**src/rtl/bus_cmd_pkg.sv**
```systemverilog
package bus_cmd_pkg;

  // clock rate of the controller
  localparam int CLK_PERIOD_NS = 20;
  // least time from bus grant going low to the first command
  localparam int GRANT_DELAY_NS = 110;
  // least time rounds up to whole cycles
  localparam int GRANT_DELAY_CYC = (GRANT_DELAY_NS + CLK_PERIOD_NS - 1) / CLK_PERIOD_NS;
  // grant counter width and terminal count
  localparam int GRANT_CNT_W = 3;
  localparam logic [GRANT_CNT_W-1:0] GRANT_DELAY_CNT = GRANT_CNT_W'(GRANT_DELAY_CYC);

  // processor status codes, bit 2 down to bit 0
  localparam logic [2:0] CODE_IRQ_ACK = 3'h0;
  localparam logic [2:0] CODE_IO_READ = 3'h1;
  localparam logic [2:0] CODE_IO_WRITE = 3'h2;
  localparam logic [2:0] CODE_HALT = 3'h3;
  localparam logic [2:0] CODE_FETCH = 3'h4;
  localparam logic [2:0] CODE_MEM_READ = 3'h5;
  localparam logic [2:0] CODE_MEM_WRITE = 3'h6;
  localparam logic [2:0] CODE_PASSIVE = 3'h7;

  // register byte offsets
  localparam logic [7:0] REG_CTRL_OFS = 8'h00;
  localparam logic [7:0] REG_STATUS_OFS = 8'h04;
  localparam logic [7:0] REG_CYCLES_OFS = 8'h08;
  // control register: bit 0 is the software command qualifier
  localparam int CTRL_QUAL_BIT = 0;
  localparam logic [31:0] CTRL_RESET = 32'h00000001;
  localparam logic [31:0] CYCLES_RESET = 32'h00000000;
  // status register field positions
  localparam int STAT_CODE_LSB = 0;
  localparam int STAT_PHASE_LSB = 4;
  localparam int STAT_STRAP_BIT = 8;
  localparam int STAT_GRANT_BIT = 9;
  localparam int STAT_ACK2_BIT = 10;
  localparam int STAT_HALT_BIT = 11;
  // axi responses
  localparam logic [1:0] RESP_OKAY = 2'h0;
  localparam logic [1:0] RESP_SLVERR = 2'h2;

  // one bit per command, active high inside the block
  typedef struct packed {
    logic irq_ack;
    logic io_read;
    logic io_write;
    logic early_io_write;
    logic mem_read;
    logic mem_write;
    logic early_mem_write;
  } cmd_set_t;
  localparam cmd_set_t CMD_NONE = '0;

  // machine cycle phase
  typedef enum logic [1:0] {ph_idle, ph_addr, ph_early, ph_full} phase_t;

  // register selected by an address
  typedef enum logic [1:0] {sel_ctrl, sel_status, sel_cycles, sel_none} reg_sel_t;

  // axi4-lite master to slave
  typedef struct packed {
    logic awvalid;
    logic [7:0] awaddr;
    logic wvalid;
    logic [31:0] wdata;
    logic [3:0] wstrb;
    logic bready;
    logic arvalid;
    logic [7:0] araddr;
    logic rready;
  } axil_req_t;

  // axi4-lite slave to master
  typedef struct packed {
    logic awready;
    logic wready;
    logic bvalid;
    logic [1:0] bresp;
    logic arready;
    logic rvalid;
    logic [31:0] rdata;
    logic [1:0] rresp;
  } axil_rsp_t;

  // grant qualifier state
  typedef struct packed {
    logic [GRANT_CNT_W-1:0] count;
  } grant_state_t;

  // whole state of the controller
  typedef struct packed {
    phase_t phase;
    logic [2:0] code;
    cmd_set_t cmd;
    logic ale;
    logic xcvr_en;
    logic periph_en;
    logic dir;
    logic cascade;
    logic prev_ack;
    logic ack_second;
    logic [31:0] ctrl;
    logic [31:0] cycles;
    logic aw_seen;
    logic [7:0] aw_addr;
    logic w_seen;
    logic [31:0] wdata;
    logic [3:0] wstrb;
    logic bvalid;
    logic [1:0] bresp;
    logic rvalid;
    logic [31:0] rdata;
    logic [1:0] rresp;
  } ctl_state_t;

endpackage

```
**src/rtl/bus_cmd_controller.sv**
```systemverilog
// How it works
// status code selects one command set
// io strap: io commands ignore bus grant
// io strap: io commands at once, peripheral transceiver
// memory commands always wait for bus grant
// system mode: all commands wait grant delay
// arbiter grants only when bus is free
// early writes timed like read commands
// interrupt acknowledge timed like io read
// data enable and direction steer transceiver
// io strap: dual pin is peripheral enable
// system mode: cascade enable on acknowledge
// two acknowledge cycles, first moves no data
// outside logic masks cascade in first cycle
// cascade enable just before second acknowledge
// address strobe pulses every machine cycle
// address strobe also captures status code
// qualify low holds commands driven inactive
// direction high transmit, low receive
// grant released three-states commands at once
// qualify low forces data enables inactive
// commands active low, enables per polarity
// register status, end on passive code
//
// The placing of the registers and register access over AXI4-Lite were chosen for this implementation.
`timescale 1ns/10ps
module bus_cmd_controller (
  input wire logic clk, // system clock, 50 MHz
  input wire logic resetn, // asynchronous reset, active low
  input wire logic status_code_bit0, // processor status bit 0
  input wire logic status_code_bit1, // processor status bit 1
  input wire logic status_code_bit2, // processor status bit 2
  input wire logic io_bus_strap, // high selects io bus mode
  input wire logic bus_grant_n, // bus grant from arbiter, active low
  input wire logic command_qualify, // high lets commands out
  output logic irq_ack_cmd_n, // interrupt acknowledge command
  output logic io_read_cmd_n, // io read command
  output logic io_write_cmd_n, // io write command
  output logic early_io_write_cmd_n, // early io write command
  output logic mem_read_cmd_n, // memory read command
  output logic mem_write_cmd_n, // memory write command
  output logic early_mem_write_cmd_n, // early memory write command
  output logic io_cmd_oe_n, // io command drivers on, active low
  output logic mem_cmd_oe_n, // memory command drivers on, active low
  output logic addr_latch_strobe, // address latch strobe, active high
  output logic [2:0] status_latched, // status captured by the strobe
  output logic data_xcvr_enable, // data transceiver enable, active high
  output logic xfer_direction, // high transmit, low receive
  output logic cascade_periph_pin, // cascade enable or peripheral enable
  input bus_cmd_pkg::axil_req_t axil_req, // axi4-lite requests
  output bus_cmd_pkg::axil_rsp_t axil_rsp // axi4-lite answers
);

  bus_cmd_pkg::ctl_state_t s_q; // registered state
  bus_cmd_pkg::ctl_state_t s_d; // next state

  logic [2:0] code_in; // status code as sampled this cycle
  bus_cmd_pkg::cmd_set_t dec_cmd; // commands of the latched code
  logic dec_write; // latched cycle is a write
  logic dec_io; // latched cycle uses the io group
  logic dec_ack; // latched cycle is an acknowledge
  logic dec_halt; // latched cycle is a halt
  logic grant_ok; // grant held low for the full delay
  logic qualify; // pin and software qualifier together
  logic io_ok; // io group may be driven active
  logic mem_ok; // memory group may be driven active
  logic aw_take; // write address taken this cycle
  logic w_take; // write data taken this cycle
  logic ar_take; // read address taken this cycle
  bus_cmd_pkg::reg_sel_t wsel; // register hit by the write
  bus_cmd_pkg::reg_sel_t rsel; // register hit by the read
  logic [31:0] status_word; // live status register value

  // map a byte address onto a register
  function automatic bus_cmd_pkg::reg_sel_t reg_select(input logic [7:0] addr);
    if (addr == bus_cmd_pkg::REG_CTRL_OFS)
    begin
      reg_select = bus_cmd_pkg::sel_ctrl;
    end
    else if (addr == bus_cmd_pkg::REG_STATUS_OFS)
    begin
      reg_select = bus_cmd_pkg::sel_status;
    end
    else if (addr == bus_cmd_pkg::REG_CYCLES_OFS)
    begin
      reg_select = bus_cmd_pkg::sel_cycles;
    end
    else
    begin
      reg_select = bus_cmd_pkg::sel_none;
    end
  endfunction

  assign code_in = {status_code_bit2, status_code_bit1, status_code_bit0};

  // decode of the code latched at cycle start
  status_decoder u_decoder (
    .code(s_q.code),
    .cmd(dec_cmd),
    .is_write(dec_write),
    .is_io(dec_io),
    .is_ack(dec_ack),
    .is_halt(dec_halt)
  );

  // bus grant delay
  grant_qualifier u_grant (
    .clk(clk),
    .resetn(resetn),
    .bus_grant_n(bus_grant_n),
    .grant_ok(grant_ok)
  );

  // both qualifiers must be high to let commands out
  assign qualify = command_qualify && s_q.ctrl[bus_cmd_pkg::CTRL_QUAL_BIT];
  // io group skips arbitration in io bus mode
  assign io_ok = io_bus_strap || grant_ok;
  // memory group always waits for the grant
  assign mem_ok = grant_ok;

  // bus handshakes
  assign aw_take = axil_req.awvalid && !s_q.aw_seen && !s_q.bvalid;
  assign w_take = axil_req.wvalid && !s_q.w_seen && !s_q.bvalid;
  assign ar_take = axil_req.arvalid && !s_q.rvalid;
  assign wsel = reg_select(s_q.aw_addr);
  assign rsel = reg_select(axil_req.araddr);

  // live status for software
  always_comb
  begin
    status_word = '0;
    status_word[bus_cmd_pkg::STAT_CODE_LSB +: 3] = s_q.code;
    status_word[bus_cmd_pkg::STAT_PHASE_LSB +: 2] = s_q.phase;
    status_word[bus_cmd_pkg::STAT_STRAP_BIT] = io_bus_strap;
    status_word[bus_cmd_pkg::STAT_GRANT_BIT] = grant_ok;
    status_word[bus_cmd_pkg::STAT_ACK2_BIT] = s_q.ack_second;
    status_word[bus_cmd_pkg::STAT_HALT_BIT] = dec_halt && (s_q.phase != bus_cmd_pkg::ph_idle);
  end

  // next state of the cycle sequencer, outputs and register slave
  always_comb
  begin
    s_d = s_q;
    s_d.ale = 1'b0;
    // cycle sequencer
    case (s_q.phase)
      bus_cmd_pkg::ph_idle:
      begin
        if (code_in != bus_cmd_pkg::CODE_PASSIVE)
        begin
          s_d.phase = bus_cmd_pkg::ph_addr;
          s_d.code = code_in;
          s_d.ale = 1'b1;
          s_d.cycles = s_q.cycles + 32'h00000001;
          // second of two back-to-back acknowledges
          s_d.ack_second = s_q.prev_ack && (code_in == bus_cmd_pkg::CODE_IRQ_ACK);
          s_d.prev_ack = (code_in == bus_cmd_pkg::CODE_IRQ_ACK) && !s_q.prev_ack;
        end
      end
      bus_cmd_pkg::ph_addr:
      begin
        s_d.phase = bus_cmd_pkg::ph_early;
      end
      bus_cmd_pkg::ph_early:
      begin
        s_d.phase = bus_cmd_pkg::ph_full;
      end
      default:
      begin
        s_d.phase = bus_cmd_pkg::ph_full;
      end
    endcase
    // passive code ends any cycle under way
    if ((s_q.phase != bus_cmd_pkg::ph_idle) && (code_in == bus_cmd_pkg::CODE_PASSIVE))
    begin
      s_d.phase = bus_cmd_pkg::ph_idle;
    end

    // commands: early set from the early phase, normal writes one cycle later
    s_d.cmd = bus_cmd_pkg::CMD_NONE;
    if (s_d.phase == bus_cmd_pkg::ph_early || s_d.phase == bus_cmd_pkg::ph_full)
    begin
      s_d.cmd = dec_cmd;
      if (s_d.phase == bus_cmd_pkg::ph_early)
      begin
        s_d.cmd.io_write = 1'b0;
        s_d.cmd.mem_write = 1'b0;
      end
      if (!io_ok)
      begin
        s_d.cmd.irq_ack = 1'b0;
        s_d.cmd.io_read = 1'b0;
        s_d.cmd.io_write = 1'b0;
        s_d.cmd.early_io_write = 1'b0;
      end
      if (!mem_ok)
      begin
        s_d.cmd.mem_read = 1'b0;
        s_d.cmd.mem_write = 1'b0;
        s_d.cmd.early_mem_write = 1'b0;
      end
      if (!qualify)
      begin
        s_d.cmd = bus_cmd_pkg::CMD_NONE;
      end
    end

    // transceiver enables during the data part of a real transfer
    s_d.xcvr_en = 1'b0;
    s_d.periph_en = 1'b0;
    if ((s_d.phase == bus_cmd_pkg::ph_early || s_d.phase == bus_cmd_pkg::ph_full)
      && !dec_halt && !(dec_ack && !s_q.ack_second) && qualify)
    begin
      if (io_bus_strap && dec_io)
      begin
        s_d.periph_en = 1'b1;
      end
      else if ((dec_io && io_ok) || (!dec_io && mem_ok))
      begin
        s_d.xcvr_en = 1'b1;
      end
    end

    // direction set from the address phase on
    s_d.dir = 1'b0;
    if (s_d.phase != bus_cmd_pkg::ph_idle)
    begin
      s_d.dir = (s_d.phase == bus_cmd_pkg::ph_addr) ?
        ((code_in == bus_cmd_pkg::CODE_IO_WRITE) || (code_in == bus_cmd_pkg::CODE_MEM_WRITE)) :
        dec_write;
    end

    // cascade enable just ahead of each acknowledge command, system mode only
    s_d.cascade = !io_bus_strap && (s_d.phase == bus_cmd_pkg::ph_addr)
      && (s_d.code == bus_cmd_pkg::CODE_IRQ_ACK);

    // write channel: address and data in either order
    if (aw_take)
    begin
      s_d.aw_seen = 1'b1;
      s_d.aw_addr = axil_req.awaddr;
    end
    if (w_take)
    begin
      s_d.w_seen = 1'b1;
      s_d.wdata = axil_req.wdata;
      s_d.wstrb = axil_req.wstrb;
    end
    if (s_q.aw_seen && s_q.w_seen && !s_q.bvalid)
    begin
      s_d.aw_seen = 1'b0;
      s_d.w_seen = 1'b0;
      s_d.bvalid = 1'b1;
      s_d.bresp = bus_cmd_pkg::RESP_OKAY;
      if (wsel == bus_cmd_pkg::sel_ctrl)
      begin
        if (s_q.wstrb[0])
        begin
          s_d.ctrl[7:0] = s_q.wdata[7:0];
        end
      end
      else if (wsel == bus_cmd_pkg::sel_none)
      begin
        s_d.bresp = bus_cmd_pkg::RESP_SLVERR;
      end
    end
    else if (s_q.bvalid && axil_req.bready)
    begin
      s_d.bvalid = 1'b0;
    end

    // read channel: answer the cycle after the address
    if (ar_take)
    begin
      s_d.rvalid = 1'b1;
      s_d.rresp = bus_cmd_pkg::RESP_OKAY;
      if (rsel == bus_cmd_pkg::sel_ctrl)
      begin
        s_d.rdata = {24'h000000, s_q.ctrl[7:0]};
      end
      else if (rsel == bus_cmd_pkg::sel_status)
      begin
        s_d.rdata = status_word;
      end
      else if (rsel == bus_cmd_pkg::sel_cycles)
      begin
        s_d.rdata = s_q.cycles;
      end
      else
      begin
        s_d.rdata = 32'h00000000;
        s_d.rresp = bus_cmd_pkg::RESP_SLVERR;
      end
    end
    else if (s_q.rvalid && axil_req.rready)
    begin
      s_d.rvalid = 1'b0;
    end
  end

  // state register
  always_ff @(posedge clk or negedge resetn)
  begin
    if (!resetn)
    begin
      s_q <= '0;
      s_q.phase <= bus_cmd_pkg::ph_idle;
      s_q.code <= bus_cmd_pkg::CODE_PASSIVE;
      s_q.ctrl <= bus_cmd_pkg::CTRL_RESET;
      s_q.cycles <= bus_cmd_pkg::CYCLES_RESET;
    end
    else
    begin
      s_q <= s_d;
    end
  end

  // commands leave the block active low
  assign irq_ack_cmd_n = !s_q.cmd.irq_ack;
  assign io_read_cmd_n = !s_q.cmd.io_read;
  assign io_write_cmd_n = !s_q.cmd.io_write;
  assign early_io_write_cmd_n = !s_q.cmd.early_io_write;
  assign mem_read_cmd_n = !s_q.cmd.mem_read;
  assign mem_write_cmd_n = !s_q.cmd.mem_write;
  assign early_mem_write_cmd_n = !s_q.cmd.early_mem_write;

  // memory drivers float the moment the grant is released, io drivers too outside io bus mode; qualify never floats them
  assign mem_cmd_oe_n = !grant_ok;
  assign io_cmd_oe_n = io_bus_strap ? 1'b0 : !grant_ok;

  // strobe and captured status
  assign addr_latch_strobe = s_q.ale;
  assign status_latched = s_q.code;

  // transceiver control
  assign data_xcvr_enable = s_q.xcvr_en;
  assign xfer_direction = s_q.dir;
  // dual pin: peripheral enable (low active) or cascade enable (high active)
  assign cascade_periph_pin = io_bus_strap ? !s_q.periph_en : s_q.cascade;

  // bus answers
  assign axil_rsp.awready = !s_q.aw_seen && !s_q.bvalid;
  assign axil_rsp.wready = !s_q.w_seen && !s_q.bvalid;
  assign axil_rsp.bvalid = s_q.bvalid;
  assign axil_rsp.bresp = s_q.bresp;
  assign axil_rsp.arready = !s_q.rvalid;
  assign axil_rsp.rvalid = s_q.rvalid;
  assign axil_rsp.rdata = s_q.rdata;
  assign axil_rsp.rresp = s_q.rresp;

endmodule

```
**src/rtl/grant_qualifier.sv**
```systemverilog
`timescale 1ns/10ps
module grant_qualifier (
  input wire logic clk, // system clock
  input wire logic resetn, // asynchronous reset, active low
  input wire logic bus_grant_n, // bus grant from arbiter, active low
  output logic grant_ok // grant has been low for the full delay
);

  bus_cmd_pkg::grant_state_t s_q; // registered state
  bus_cmd_pkg::grant_state_t s_d; // next state

  // count cycles of continuous grant, restart at once when released
  always_comb
  begin
    s_d = s_q;
    if (bus_grant_n)
    begin
      s_d.count = '0;
    end
    else if (s_q.count != bus_cmd_pkg::GRANT_DELAY_CNT)
    begin
      s_d.count = s_q.count + 1'b1;
    end
  end

  // state register
  always_ff @(posedge clk or negedge resetn)
  begin
    if (!resetn)
    begin
      s_q <= '0;
    end
    else
    begin
      s_q <= s_d;
    end
  end

  // qualified only while the grant is still held low
  assign grant_ok = !bus_grant_n && (s_q.count == bus_cmd_pkg::GRANT_DELAY_CNT);

endmodule

```
**src/rtl/status_decoder.sv**
```systemverilog
`timescale 1ns/10ps
module status_decoder (
  input wire logic [2:0] code, // status code, bit 2 down to bit 0
  output bus_cmd_pkg::cmd_set_t cmd, // commands the code selects
  output logic is_write, // cycle writes memory or io
  output logic is_io, // cycle belongs to the io group
  output logic is_ack, // interrupt acknowledge cycle
  output logic is_halt // halt cycle
);

  // code to command table
  always_comb
  begin
    cmd = bus_cmd_pkg::CMD_NONE;
    case (code)
      bus_cmd_pkg::CODE_IRQ_ACK: cmd.irq_ack = 1'b1;
      bus_cmd_pkg::CODE_IO_READ: cmd.io_read = 1'b1;
      bus_cmd_pkg::CODE_IO_WRITE:
      begin
        cmd.io_write = 1'b1;
        cmd.early_io_write = 1'b1;
      end
      bus_cmd_pkg::CODE_FETCH: cmd.mem_read = 1'b1;
      bus_cmd_pkg::CODE_MEM_READ: cmd.mem_read = 1'b1;
      bus_cmd_pkg::CODE_MEM_WRITE:
      begin
        cmd.mem_write = 1'b1;
        cmd.early_mem_write = 1'b1;
      end
      default: cmd = bus_cmd_pkg::CMD_NONE; // halt and passive select nothing
    endcase
  end

  // cycle classes for direction and enables
  assign is_write = (code == bus_cmd_pkg::CODE_IO_WRITE) || (code == bus_cmd_pkg::CODE_MEM_WRITE);
  assign is_io = (code == bus_cmd_pkg::CODE_IO_READ) || (code == bus_cmd_pkg::CODE_IO_WRITE)
    || (code == bus_cmd_pkg::CODE_IRQ_ACK);
  assign is_ack = (code == bus_cmd_pkg::CODE_IRQ_ACK);
  assign is_halt = (code == bus_cmd_pkg::CODE_HALT);

endmodule

```
**config.mk**
```make
export PLATFORM = sky130hd
export DESIGN_NAME = bus_cmd_controller
export DESIGN_NICKNAME = d
export VERILOG_FILES = /design/src/rtl/bus_cmd_pkg.sv /design/src/rtl/bus_cmd_controller.sv /design/src/rtl/grant_qualifier.sv /design/src/rtl/status_decoder.sv
export SDC_FILE = /design/constraint.sdc
export NUM_CORES = 1
export LEC_CHECK = 0
export BUFFER_PORTS_ARGS = -buffer_cell sky130_fd_sc_hd__buf_2
export CORE_UTILIZATION = 45
export DETAILED_ROUTE_END_ITERATION = 6
export GPL_ROUTABILITY_DRIVEN = 0
export PLACE_DENSITY_LB_ADDON = 0.12
export SLEW_MARGIN = 30
export SYNTH_ARGS = -nofsm -noshare
export SYNTH_HDL_FRONTEND = slang
export SYNTH_HIERARCHICAL = 1
export SYNTH_SLANG_ARGS = --single-unit
```
**constraint.sdc**
```tcl
create_clock -name clk -period 2.9 [get_ports clk]
set_clock_uncertainty 0.2 [all_clocks]
set_input_delay 0.145 -clock clk [delete_from_list [all_inputs] [get_ports clk]]
set_output_delay 0.145 -clock clk [all_outputs]
set_load 0.01 [all_outputs]
```
==> summary.md <==
| Metric | Value |
|---|---|
| Outcome | complete, but fails checks |
| Failing checks | design-rule violations |
| Fin. Hold Viols | 0 |
| Top Family by Delay on Critical Path | buffers and inverters |
| Synth-to-Final Area Change | 22.6% |
| RR Endpoint | s_q[113]$_DFFE_PN0P_ |
| Power Total | 4.68 mW |
| Asr flop ratio synth | 100% |
| Multi-input logic area | 0.00193 mm² |
| Post-synth cell types | 46 |
| Row cnt | 39 |
| Post-cts resize count | 0 |
| Clock share of power | 42.8% |
| Postcts setup bufs | 0 |
| Synth warnings | 6 |
| # DRC | 10 |
| Relative slew slack | 50.7% |
| WL met3 | 365 µm |
| Largest stage delay on the critical path | 0.62 ns |
| Placed cell area | 0.00565 mm² |
| Die height | 111 µm |
| NumNets Final | 634 |
| Post-Synth Adder-Cell Area | 0.703% |
| Maximum fanout along the worst path | 3 |
| M1 WL | 4820 µm |
| Post-synthesis mux area share | 7.14% |
| # placed instances | 657 |
| Cell Area, Synth | 0.00534 mm² |
| Synth Flop Type | dfrtp_1 |
| Filler cell count | 1019 |
| Most common cell after layout, fill and taps aside | dfrtp_1 |
| Sequential Power Share | 43.8% |
| Post-Synth XOR/XNOR Area | 5.08% |
| Gate power share | 13.4% |
| Internal power | 3.54 mW |
| Crit path cell chain | dlygate4sd3_1, buf_2, nor4_1, dlygate4sd3_1, nand2_1, dlygate4sd3_1, o31ai_1 |
| EDFF count, synth | 0 |
| IO Count | 122 |
| GR Overflow Total | 0 |
| Clock-pin slew on the worst setup and hold paths | 0.05 ns |
| Worst path buffer plus inverter count | 4 |
| Pwr Density | 716 mW/mm² |
| Die ar. | 0.0123 mm² |
| GRT Util Overall | 18.8% |
| Post-Route WL | 10500 µm |
| CTS tree | done |
| Synth Instances | 473 |
| Register area | 0.00293 mm² |
| Hold worst-path end | axil_rsp[8]$_DFFE_PN0P_ |
| Vias per cell | 5.00 |
| Max cap viols | 0 |
| Vias | 3598 |
| Initial Utilization | 46.4% |
| Critical path depth | 7 |
| Worst reg2reg setup slack | 0.59 ns |
| Syn Area/Cell | 11.3 µm² |
| Initial antenna violation count | 0 |
| Synth Area in Simple Gates | 14.9% |
| Largest family of logic cells by synthesized area | simple AND/OR/NAND/NOR gates |
| Antenna cells | 0 |
| Worst EP required | 3.01 ns |
| Routed Antenna Nets | 0 |
| CP Class | input pin to flop |
| Number of global-route vias before repair | 3644 |
| Seq cells post-synth | 117 |
| Type of the worst min-delay path | input pin to flop |
| Setup violations, final | 0 |
| HP Start | axil_req[9] |
| Commonest cells after routing, fill and taps aside | dfrtp_1 (113), buf_2 (91), nand2_1 (43) |
| CP arrival | 2.62 ns |
| Met2 WL | 5130 µm |
| Leakage power | 3.20 nW |
| Placed wire-length estimate | 7220 µm |
| Finished Layout Cells | 720 |
| Initial drt markers | 213 |
| Max-slew violation count | 0 |
| First-pass DRT Iterations | 7 |
| DIE WIDTH | 111 µm |
| Worst setup SP type | input pin |
| Largest net degree at the start of global routing | 48 |
| Hold Path Depth | 4 |
| Part of the cycle the worst path needs | 86.5% |
| Slew @ Worst Pin | 0.733 ns |
| H-Tree Depth | 4 |
| Post-layout util | 56.9% |
| Fin crit period | 2.51 ns |
| Worst vdd ir | 444 µV |
| Inserted Clock Buffers | 17 |
| Cell area after layout | 0.00655 mm² |
| Clk buf depth | 2 |
| Synth Area in Compound Gates | 8.13% |
| Crit-path slowest cell | dlygate4sd3_1 |
| Switch share | 24.4% |
| Worst-skew pair later-pin latency | 0.40 ns |
| Max layer used | met4 |
| Wirelength per Cell | 14.6 µm |
| Switching Power | 1.14 mW |
| RR Startpoint | s_q[166]$_DFF_PN0_ |
| CORE AREA | 0.0115 mm² |
| Crit. End Element | flop |
| Register area share after synthesis | 54.9% |
| Clock Sinks | 117 |
| Unrepaired setup endpoints after global routing | no |
| First-pass GRT wire length | 17900 µm |
| I/O Buffers | 92 |
| Fmax | 399 MHz |
| Final TNS setup | 0 ns |
| Share of layout cells above drive strength 1 | 28.6% |
| Root buffer cell | clkbuf_16 |
| Most used cell, CP | dlygate4sd3_1 |
| FF-to-FF path depth | 4 |
## cell families after synthesis
family | Yosys count
AOI/OAI and AO/OA | 62
xor gates and xnor gates | 31
and+or+nand+nor | 143
muxes | 35
buffers and inverters | 81
other | 1
adders and majority gates | 3
DFF | 117
## stage by stage
| stage | hold WS, ns | setup WS, ns |
|---|---|---|
| floorplan | -0.351 | 0.967 |
| global placement | -0.00354 | 0.621 |
| detailed placement | 0.00629 | 0.622 |
| CTS | 0.00794 | 0.474 |
| global route | 0.0551 | 0.281 |
| finish | 0.0319 | 0.392 |
## flip-flops by register name, indices dropped and copies added (netlist names)
signal	cells
addr_latch_strobe	1
axil_rsp	36
data_xcvr_enable	1
s_q	72
status_latched	3
u_grant/s_q	3
xfer_direction	1
## worst max path at each step
stage	from	end	slack (ns)
2_1_floorplan	s_q[166]$_DFF_PN0_	s_q[110]$_DFFE_PN0P_	0.97
3_3_place_gp	s_q[166]$_DFF_PN0_	s_q[113]$_DFFE_PN0P_	0.62
3_5_place_dp	s_q[166]$_DFF_PN0_	s_q[113]$_DFFE_PN0P_	0.62
4_1_cts	axil_req[7]	axil_rsp[10]$_DFFE_PN0P_	0.47
5_1_grt	axil_req[7]	axil_rsp[12]$_DFFE_PN0P_	0.28
6_report	axil_req[7]	axil_rsp[10]$_DFFE_PN0P_	0.39
## cells in the mapped netlist, drive strengths merged (10+ instances only)
cell type    n  area [µm²]
nand2       43         161
a21oi       14        70.1
nand4       18         128
nand3       15        75.1
buf         48         363
a22o        20         175
and3        10        63.8
dfrtp      113        2830
o21ai       11        55.1
mux2i       10         100
mux2        25         282
clkbuf      13        48.8
xnor2       28         245
inv         19        71.3
nor2        22        82.6
## power groups by stage
| stage | clock (mW) | combinational (mW) | sequential (mW) |
|---|---|---|---|
| after floorplan | 0 | 0.497 | 2.01 |
| after global placement | 0 | 0.586 | 2.07 |
| after detailed placement | 0 | 0.605 | 2.08 |
| after CTS | 2.06 | 0.642 | 2.05 |
| after global routing | 2.13 | 0.710 | 2.09 |
| final | 2.01 | 0.628 | 2.05 |
## tightest hold or removal path, delay by kind of cell
kind,cells,cell delay (ns)
compound gates,1,0.09
simple gates,1,0.08
buf+inv,2,0.27
## what timing repair did
item | 4_1_cts | 5_1_grt
hold buffers | 33 | 0
setup endpoints to repair | 0 | 0
hold endpoints to repair | 88 | 0
## metal layers
metal,track usage [%],vias up
met5,0,-
met4,8.58,0
met3,4.87,14
met2,30.9,64
met1,23.3,1738
li1,-,1782
## cell type report
| cell class | count | share of cell area [%] |
|---|---|---|
| clock buffers | 26 | 7.62 |
| clock inverters | 4 | 1.07 |
| inverters | 20 | 1.15 |
| multi-input cells | 276 | 29.5 |
| flip-flops and latches | 117 | 44.8 |
| well taps | 143 | 2.73 |
| repair buffers | 134 | 13.1 |
No activity file was read; power rests on OpenSTA's default activity.
